==> config.mk <==
export PLATFORM = sky130hd
export DESIGN_NAME = agcl_loop
export DESIGN_NICKNAME = d
export VERILOG_FILES = /design/src/agcl_pkg.sv /design/src/agcl_mag_est.sv /design/src/agcl_shaper.sv /design/src/agcl_loop.sv
export SDC_FILE = /design/constraint.sdc
export NUM_CORES = 2
export LEC_CHECK = 0
export BUFFER_PORTS_ARGS = -buffer_cell sky130_fd_sc_hd__clkbuf_2
export CELL_PAD_IN_SITES_DETAIL_PLACEMENT = 1
export CELL_PAD_IN_SITES_GLOBAL_PLACEMENT = 1
export CORE_AREA = 2 2 295 356
export CTS_CLUSTER_DIAMETER = 100
export DETAILED_ROUTE_END_ITERATION = 8
export DIE_AREA = 0 0 297 358
export PLACE_DENSITY = 0.94
export REMOVE_ABC_BUFFERS = 1
export SYNTH_ARGS = -nofsm -noshare
export SYNTH_HDL_FRONTEND = slang
export SYNTH_SLANG_ARGS = --single-unit
==> constraint.sdc <==
create_clock -name clk_i -period 29.5 [get_ports clk_i]
set_clock_uncertainty 0.2 [all_clocks]
set_input_delay 2.95 -clock clk_i [delete_from_list [all_inputs] [get_ports clk_i]]
set_output_delay 2.95 -clock clk_i [all_outputs]
set_load 0.005 [all_outputs]
==> src/agcl_pkg.sv <==
// Package with constants shared by the gain control loop files.
package agcl_pkg;
    // Register offsets on the control port.
    localparam logic [2:0] REG_GAIN_HI   = 3'h3;
    localparam logic [2:0] REG_GAIN_LO   = 3'h4;
    localparam logic [2:0] REG_ATK_DCY   = 3'h5;
    localparam logic [2:0] REG_LOOP_CTL  = 3'h6;
    localparam logic [7:0] REG_RESET_VAL = 8'h00;
    // Field positions.
    localparam int ATK_LSB     = 4;
    localparam int DCY_LSB     = 0;
    localparam int AUX_BIT     = 7;
    localparam int OVL_LSB     = 4;
    localparam int FAST_BIT    = 3;
    localparam int REF_LSB     = 0;
    localparam int FRONT_BIT   = 7;
    // Loop update divider: one loop tick per this many sample clocks.
    localparam int LOOP_DIV    = 60;
    // Reference level decode: five targets, 3 dB apart.
    localparam int REF_MAX     = 5;
    // Gain accumulator: 15-bit word plus fraction bits.
    localparam int ACC_FRAC    = 16;
    localparam int ACC_W       = 15 + ACC_FRAC;
    localparam logic [14:0] GAIN_MAX_DIGITAL_GAIN_STAGE  = 15'h7FFF;
    localparam logic [14:0] GAIN_MAX_PLAIN = 15'h3FFF;
    // Step scale shifts; attack step uses 2^(code/2) with a half-step factor.
    // Shifts are sized so a full 12 dB slew takes about as many loop ticks as the attack
    // and reset ramp times ask for; smaller shifts would leave the loop far too slow.
    localparam int ATK_BASE_SH = 19;
    localparam int OVL_BASE_SH = 20;
    // Attack bandwidth and time figures at the reference clock.
    localparam int BW_MIN_HZ     = 50;
    localparam int FCLK_REF_MHZ  = 18;
    localparam int T_ATK_K_MILLI = 350;
endpackage : agcl_pkg

==> src/agcl_mag_est.sv <==
// Magnitude estimator: sum of absolute I and Q values.
`timescale 1ns/1ps
`default_nettype none
module agcl_mag_est
    import agcl_pkg::*;
#(
    parameter int W = 24
)(
    input  wire logic         clk_i,
    input  wire logic         rst_n_i,
    input  wire logic         en_i,
    input  wire logic [W-1:0] i_i,
    input  wire logic [W-1:0] q_i,
    output logic      [W:0]   mag_o
);
    wire [W-1:0] abs_i = i_i[W-1] ? (~i_i + 1'b1) : i_i;
    wire [W-1:0] abs_q = q_i[W-1] ? (~q_i + 1'b1) : q_i;
    wire [W:0]   sum   = {1'b0, abs_i} + {1'b0, abs_q};

    always_ff @(posedge clk_i)
    begin
        if (!rst_n_i)
            mag_o <= '0;
        else if (en_i)
            mag_o <= sum;
    end
endmodule : agcl_mag_est
`default_nettype wire

==> src/agcl_shaper.sv <==
// First order noise shaped truncation of one 24-bit lane to 16 bits.
`timescale 1ns/1ps
`default_nettype none
module agcl_shaper
    import agcl_pkg::*;
#(
    parameter int IW = 24,
    parameter int OW = 16
)(
    input  wire logic          clk_i,
    input  wire logic          rst_n_i,
    input  wire logic          vld_i,
    input  wire logic [IW-1:0] d_i,
    output logic      [OW-1:0] q_o
);
    localparam int EW = IW - OW;
    logic [EW-1:0] err;
    // Error feedback pushes quantisation noise out of band.
    wire  [IW:0]   fed  = {d_i[IW-1], d_i} + {{(OW+1){1'b0}}, err};
    wire           ovf  = (fed[IW] != fed[IW-1]);
    wire  [OW-1:0] sat  = d_i[IW-1] ? {1'b1, {(OW-1){1'b0}}} : {1'b0, {(OW-1){1'b1}}};

    always_ff @(posedge clk_i)
    begin
        if (!rst_n_i)
        begin
            err <= '0;
            q_o <= '0;
        end
        else if (vld_i)
        begin
            err <= ovf ? '0 : fed[EW-1:0];
            q_o <= ovf ? sat : fed[IW-1:EW];
        end
    end
endmodule : agcl_shaper
`default_nettype wire

==> src/agcl_loop.sv <==
// Gain control loop core: registers, estimators, loop filter and digital gain.
// Behaviour
// - Four-bit attack code sets raw loop bandwidth, 50 Hz minimum at 18 MHz.
// - Each attack step multiplies bandwidth by root two, up to about 9 kHz.
// - Attack bandwidth is 50 Hz times clock ratio times two to half code.
// - Attack time is about 0.35 over attack bandwidth, single pole loop.
// - Four-bit decay code sets decay to attack ratio, code zero gives one.
// - Each decay step multiplies decay time by root two, about 180:1 range; above the attack code the code doubles it only every second step.
// - Three-bit overload weight scales reset attenuation, doubling per step.
// - After converter reset attenuation ramps 12 dB in 10 us to 1.2 ms.
// - Fast acquire bit lowers gain DAC source resistance at least tenfold.
// - Digital gain follows the larger of first decimator and gain output estimates.
// - Digital gain multiplies decimated data by one to four.
// - At gain four output drops two top bits, keeps next sixteen.
// - Gain falls as level rises; unity gain outputs top sixteen bits.
// - Beyond unity digital gain, attenuation moves to the analog path.
// - Noise shaping precedes truncation of 24-bit data to 16 bits.
// - Reference zero disables loop; 1 to 5 set target 3 to 15 dB below clip.
// - Loop runs and updates its state once every 60 sample clocks.
// - Too large raises attenuation by attack; too small lowers by attack minus decay.
// - Magnitude estimate is sum of absolute in-phase and quadrature values.
`timescale 1ns/1ps
`default_nettype none
module agcl_loop
    import agcl_pkg::*;
#(
    parameter int DW = 24,
    parameter int OW = 16
)(
    input  wire logic          clk_i,
    input  wire logic          rst_n_i,
    input  wire logic          reg_wr_i,
    input  wire logic [2:0]    reg_addr_i,
    input  wire logic [7:0]    reg_wdata_i,
    output logic      [7:0]    reg_rdata_o,
    input  wire logic          digital_gain_stage_en_i,
    input  wire logic          adc_reset_i,
    input  wire logic [DW-1:0] first_decimator_i_i,
    input  wire logic [DW-1:0] first_decimator_q_i,
    input  wire logic          dec_vld_i,
    input  wire logic [DW-1:0] dec_i_i,
    input  wire logic [DW-1:0] dec_q_i,
    output logic               out_vld_o,
    output logic      [OW-1:0] out_i_o,
    output logic      [OW-1:0] out_q_o,
    output logic      [DW-1:0] wide_i_o,
    output logic      [DW-1:0] wide_q_o,
    output logic      [7:0]    vga_dac_o,
    output logic               fast_acquire_o,
    output logic               front_attenuator_o,
    output logic               loop_aux_bit_o
);
    logic [7:0]       r_gain_hi;
    logic [7:0]       r_gain_lo;
    logic [7:0]       r_atk_dcy;
    logic [7:0]       r_ctl;
    logic [5:0]       div_cnt;
    logic             tick;
    logic [ACC_W-1:0] acc;
    logic [DW-1:0]    g_i;
    logic [DW-1:0]    g_q;
    logic             g_vld;
    logic [DW:0]      mag1;
    logic [DW:0]      mag2;

    wire [3:0] attack_code     = r_atk_dcy[ATK_LSB +: 4];
    wire [3:0] decay_code      = r_atk_dcy[DCY_LSB +: 4];
    wire [2:0] overload_weight = r_ctl[OVL_LSB +: 3];
    wire [2:0] reference_level = r_ctl[REF_LSB +: 3];
    wire       loop_on         = (reference_level != 3'd0) && (reference_level <= 3'(REF_MAX));

    always_ff @(posedge clk_i)
    begin
        if (!rst_n_i)
            div_cnt <= '0;
        else
            div_cnt <= (div_cnt == 6'(LOOP_DIV - 1)) ? 6'd0 : div_cnt + 6'd1;
    end
    assign tick = (div_cnt == 6'(LOOP_DIV - 1));

    // Register port; with the loop off, writes to the gain word also preset the loop accumulator.
    always_ff @(posedge clk_i)
    begin
        if (!rst_n_i)
        begin
            r_gain_hi <= REG_RESET_VAL;
            r_gain_lo <= REG_RESET_VAL;
            r_atk_dcy <= REG_RESET_VAL;
            r_ctl     <= REG_RESET_VAL;
        end
        else if (reg_wr_i)
        begin
            case (reg_addr_i)
                REG_GAIN_HI:  r_gain_hi <= reg_wdata_i;
                REG_GAIN_LO:  r_gain_lo <= reg_wdata_i;
                REG_ATK_DCY:  r_atk_dcy <= reg_wdata_i;
                REG_LOOP_CTL: r_ctl     <= reg_wdata_i;
                default:      ;
            endcase
        end
    end

    wire [14:0] gain_word = loop_on ? acc[ACC_W-1 -: 15] : {r_gain_hi[6:0], r_gain_lo};
    assign reg_rdata_o = (reg_addr_i == REG_GAIN_HI)  ? {r_gain_hi[FRONT_BIT], gain_word[14:8]} :
                         (reg_addr_i == REG_GAIN_LO)  ? gain_word[7:0] :
                         (reg_addr_i == REG_ATK_DCY)  ? r_atk_dcy :
                         (reg_addr_i == REG_LOOP_CTL) ? r_ctl : 8'h00;

    agcl_mag_est #(.W(DW)) u_est1 (
        .clk_i   (clk_i),
        .rst_n_i (rst_n_i),
        .en_i    (1'b1),
        .i_i     (first_decimator_i_i),
        .q_i     (first_decimator_q_i),
        .mag_o   (mag1)
    );
    agcl_mag_est #(.W(DW)) u_est2 (
        .clk_i   (clk_i),
        .rst_n_i (rst_n_i),
        .en_i    (g_vld),
        .i_i     (g_i),
        .q_i     (g_q),
        .mag_o   (mag2)
    );

    wire [DW:0]  est      = (digital_gain_stage_en_i && mag2 > mag1) ? mag2 : mag1;
    // target 3 dB steps below clip
    wire [DW:0]  clip     = {2'b00, {(DW-1){1'b1}}};
    wire [DW:0]  tgt_a    = clip >> (reference_level >> 1);
    wire [DW:0]  target   = reference_level[0] ? (tgt_a - (tgt_a >> 2) - (tgt_a >> 4)) : tgt_a;
    wire         too_big  = est > target;

    // half-step by root two approximated as one plus 3/8
    function automatic logic [ACC_W-1:0] pow_step(input logic [4:0] code, input int base);
        logic [ACC_W-1:0] v;
        v = ACC_W'(1) << (base + code[4:1]);
        if (code[0])
            v = v + (v >> 2) + (v >> 3);
        return v;
    endfunction

    wire [ACC_W-1:0] up_step   = pow_step({1'b0, attack_code}, ATK_BASE_SH);
    // decay divides step by root two per code up to the attack code, by two per pair of codes above it
    wire [4:0]       dn_code   = (attack_code >= decay_code) ? 5'(attack_code - decay_code) : 5'd0;
    wire [ACC_W-1:0] dn_pow    = pow_step(dn_code, ATK_BASE_SH);
    wire [ACC_W-1:0] dn_step   = (decay_code > attack_code) ? (dn_pow >> ((decay_code - attack_code) >> 1)) : dn_pow;
    wire [ACC_W-1:0] ovl_step  = ACC_W'(3) << (OVL_BASE_SH + overload_weight);
    wire [ACC_W-1:0] max_acc   = digital_gain_stage_en_i ? {GAIN_MAX_DIGITAL_GAIN_STAGE, {ACC_FRAC{1'b1}}} :
                                             {GAIN_MAX_PLAIN, {ACC_FRAC{1'b1}}};
    wire [ACC_W-1:0] inc       = up_step + (adc_reset_i ? ovl_step : '0);
    wire [ACC_W:0]   sum_up    = {1'b0, acc} + {1'b0, inc};
    wire [ACC_W-1:0] acc_up    = (sum_up > {1'b0, max_acc}) ? max_acc : sum_up[ACC_W-1:0];
    wire [ACC_W-1:0] acc_dn    = (acc > dn_step) ? (acc - dn_step) : '0;
    wire [ACC_W-1:0] next_acc  = (too_big || adc_reset_i) ? acc_up : acc_dn;

    // Manual gain word loads the accumulator when the loop is off.
    always_ff @(posedge clk_i)
    begin
        if (!rst_n_i)
            acc <= '0;
        else if (!loop_on)
            acc <= {r_gain_hi[6:0], r_gain_lo, {ACC_FRAC{1'b0}}} & max_acc;
        else if (tick)
            acc <= next_acc;
    end

    // analog path above unity
    // Below 0x4000 with digital gain on, attenuation lives entirely in the digital stage.
    wire [14:0] g15     = acc[ACC_W-1 -: 15];
    wire [13:0] dg_att  = (digital_gain_stage_en_i && !g15[14]) ? ~g15[13:0] : 14'd0;
    wire [13:0] an_att  = digital_gain_stage_en_i ? (g15[14] ? g15[13:0] : 14'd0) : g15[13:0];
    assign vga_dac_o = an_att[13:6];

    // gain falls with level
    // Gain is 1 + 3*dg_att/2^14, a linear approximation of the dB span.
    wire [15:0]     gmul   = 16'h4000 + 16'({2'b00, dg_att} + {1'b0, dg_att, 1'b0});
    wire [DW+15:0]  prod_i = $signed(dec_i_i) * $signed({1'b0, gmul});
    wire [DW+15:0]  prod_q = $signed(dec_q_i) * $signed({1'b0, gmul});

    always_ff @(posedge clk_i)
    begin
        if (!rst_n_i)
        begin
            g_i   <= '0;
            g_q   <= '0;
            g_vld <= 1'b0;
        end
        else
        begin
            g_vld <= dec_vld_i;
            if (dec_vld_i)
            begin
                g_i <= prod_i[DW+13:14];
                g_q <= prod_q[DW+13:14];
            end
        end
    end

    // gain four drops two top bits
    agcl_shaper #(.IW(DW), .OW(OW)) u_shp_i (
        .clk_i   (clk_i),
        .rst_n_i (rst_n_i),
        .vld_i   (g_vld),
        .d_i     (g_i),
        .q_o     (out_i_o)
    );
    agcl_shaper #(.IW(DW), .OW(OW)) u_shp_q (
        .clk_i   (clk_i),
        .rst_n_i (rst_n_i),
        .vld_i   (g_vld),
        .d_i     (g_q),
        .q_o     (out_q_o)
    );

    // Full width outputs serve hosts that prefer 24-bit data over digital gain.
    always_ff @(posedge clk_i)
    begin
        if (!rst_n_i)
        begin
            wide_i_o  <= '0;
            wide_q_o  <= '0;
            out_vld_o <= 1'b0;
        end
        else
        begin
            out_vld_o <= g_vld;
            if (g_vld)
            begin
                wide_i_o <= g_i;
                wide_q_o <= g_q;
            end
        end
    end

    assign fast_acquire_o     = r_ctl[FAST_BIT];
    assign front_attenuator_o = r_gain_hi[FRONT_BIT];
    assign loop_aux_bit_o     = r_ctl[AUX_BIT];
endmodule : agcl_loop
`default_nettype wire

==> flow_metrics.env <==
export IMPL_outcome="complete, no violations"
export IMPL_critical_path_startpoint="digital_gain_stage_en_i"
export IMPL_hold_viol_final=0
export IMPL_drtAntennaViolNets=0
export IMPL_grt_max_degree=97
export IMPL_antenna_found_initial=14
export IMPL_yosysMostFrequentCell="inv_1"
export IMPL_io_pins=213
export IMPL_period_share_pct=47.66
export IMPL_worst_pin_slew_ns=1.431
export IMPL_coreArea_um2=102700
export IMPL_syn_area_um2=51130
export IMPL_cts_setup_buffers=0
export IMPL_path_max_fanout=48
export IMPL_crit_type="in2reg"
export IMPL_dp_hpwl_mm=145.2
export IMPL_maxSlewViolCount=0
export IMPL_wirelength_mm=206.2
export IMPL_io_buffers=212
export IMPL_finalInstanceArea_um2=54730
export IMPL_yosys_top_cells_area="fa_1 (30%), ha_1 (11%), dfxtp_1 (10%)"
export IMPL_hold_class="reg2reg"
export IMPL_grt_pass1_wl_mm=315.8
export IMPL_rsz0062_at_grt="no"
export IMPL_ys_ff_latch=265
export IMPL_tns_ns=0
export IMPL_synth_area_per_cell_um2=8.378
export IMPL_clockBufferDepth=3
export IMPL_synth_ff_type="dfxtp_1"
export IMPL_arrival_ns=14.29
export IMPL_synth_top_area_share_pct=29.64
export IMPL_fmax_mhz=71.12
export IMPL_firstDrtPassIters=9
export IMPL_synthCells=6103
export IMPL_critPathSlowestCell="o41ai_1"
export IMPL_detail_route_iter0_violations=4334
export IMPL_yosysSeqAreaShare_pct=10.38
export IMPL_start_util_pct=49.81
export IMPL_max_cap_violations=0
export IMPL_async_flop_share_pct=0
export IMPL_hold_buffers=0
export IMPL_track_usage_pct=38.85
export IMPL_drcViolationCount=0
export IMPL_fin_nets=7498
export IMPL_grt_pass1_vias=54152
export IMPL_fin_crit_ns=14.06
export IMPL_synthTopCellsByCount="inv_1 (945), nand2_1 (789), fa_1 (757), ha_1 (449), and2_1 (305)"
export IMPL_worstHoldStart="div_cnt[0]"
export IMPL_die_h_um=358
export IMPL_dieArea_um2=106300
export IMPL_rows=129
export IMPL_cts_tree="yes"
export IMPL_cp_end_kind="flip-flop"
export IMPL_critPathMaxStageDelay_ns=0.80
export IMPL_numCtsBuffers=36
export IMPL_place_area_um2=53570
export IMPL_area_growth_pct=7.042
export IMPL_postLayoutCoreUtil_pct=53.32
export IMPL_cts_sinks=265
export IMPL_grt_overflow=0
export IMPL_die_w_um=297
export IMPL_drive_gt1_share_pct=6.125
export IMPL_vias_per_cell=6.327
export IMPL_gp_congestion=0.9337
export IMPL_setup_viol=0
export IMPL_startpoint_type="input pin"
export IMPL_clkSlewWorstSetupHoldPaths_ns=0.06
export IMPL_yosys_warnings=0
export IMPL_whs_ns=0.2625
export IMPL_ys_types=95
export IMPL_r2r_start="acc[30]"
export IMPL_via_count=47969
export IMPL_synth_edf_count=0
export IMPL_clk_latency_ns=0.59
export IMPL_worstPathRequired_ns=29.73
export IMPL_cts_root_buf="clkbuf_16"
export IMPL_wl_per_cell_um=27.19
export IMPL_crit_path_frequent_cell="fa_1"
export IMPL_cts_resized=0
export IMPL_htree_num_levels=2
export IMPL_slew_headroom_pct=3.569
export IMPL_synth_area_leader_cell="fa_1"
-- logic make-up after synthesis --
group / share of synthesized area [%]
adders and majority gates: 40.62
buffers and inverters: 9.159
xor gates and xnor gates: 5.635
AOI/OAI and AO/OA: 13.32
other: 0.01469
and+or+nand+nor: 18.24
muxes: 2.630
DFF: 10.38
-- flip-flops by register name (all words and copies together), names as in the netlist, 16 cells and up --
| register | cells |
|---|---|
| acc | 31 |
| u_est1.mag_o | 25 |
| u_est2.mag_o | 25 |
| g_i | 24 |
| g_q | 24 |
| wide_i_o | 24 |
| wide_q_o | 24 |
| u_shp_i.q_o | 16 |
| u_shp_q.q_o | 16 |
-- area by class of cell --
class / count / area (um2)
fillers: 12440 / 47920
flip-flops and latches: 265 / 5309
clock inverters: 19 / 187.7
multi-input cells: 4677 / 41620
diodes: 3 / 7.507
clock buffers: 44 / 970.9
well taps: 1375 / 1720
repair buffers: 251 / 1360
inverters: 948 / 3558
-- layer usage --
metal	wire length [um]	vias to the layer above	share of wire, %	GRT usage, %
met5	308	-	0.15	1.367
met4	20550	26	10	32.88
met3	21760	1527	11	13.48
met2	95170	3134	46	63.51
met1	68360	23508	33	40.22
li1	-	19774	-	-
-- metrics by stage --
stage               worst slack [ns]  std cells
floorplan                      15.64       5890
global placement               16.22       7516
detailed placement             15.59       7516
CTS                            15.92       7579
global route                   15.07       7581
finish                         15.44       7582
-- critical path: cells and delay by family --
kind,cells,cell delay (ns)
AOI/OAI and AO/OA,11,3.60
xor gates and xnor gates,2,0.30
adders and majority gates,9,4.68
buffers and inverters,6,1.40
and+or+nand+nor,7,1.28
-- cells in the final DEF (no fill, tap or decap), types with 19 or more instances in the layout --
| cell type | n |
|---|---|
| o41ai_1 | 21 |
| conb_1 | 83 |
| a21boi_0 | 42 |
| and2_1 | 305 |
| nand4_1 | 36 |
| mux2i_1 | 113 |
| nand2_1 | 789 |
| xnor2_1 | 232 |
| nor2b_1 | 179 |
| o22ai_1 | 19 |
| fa_1 | 756 |
| and3_1 | 39 |
| nand3_1 | 88 |
| o31ai_1 | 38 |
| a22o_1 | 25 |
| a31oi_1 | 33 |
| a21o_1 | 99 |
| o211ai_1 | 25 |
| xor2_1 | 84 |
| o21a_1 | 37 |
| or3_1 | 37 |
| clkbuf_2 | 211 |
| a211oi_1 | 54 |
| buf_4 | 39 |
| nand2b_1 | 42 |
| nor3_1 | 65 |
| nor2_1 | 229 |
| o21ai_1 | 30 |
| ha_1 | 449 |
| clkbuf_16 | 36 |
| inv_1 | 945 |
| a21oi_1 | 236 |
| o21bai_1 | 32 |
| dfxtp_1 | 264 |
| o21ai_0 | 177 |
-- path summary, 6_finish.rpt --
path                              endpoint  slack (ns)  depth (start not counted)
worst min register to register  div_cnt[0]        0.26                          1
worst min-delay path            div_cnt[0]        0.26                          1
worst max register to register     g_q[23]       17.40                         34
worst max-delay path               g_q[23]       15.44                         35
Power is left out: the tool's default activity adds up to more than one toggle a clock period on the data nets, which glitch-free logic cannot reach.
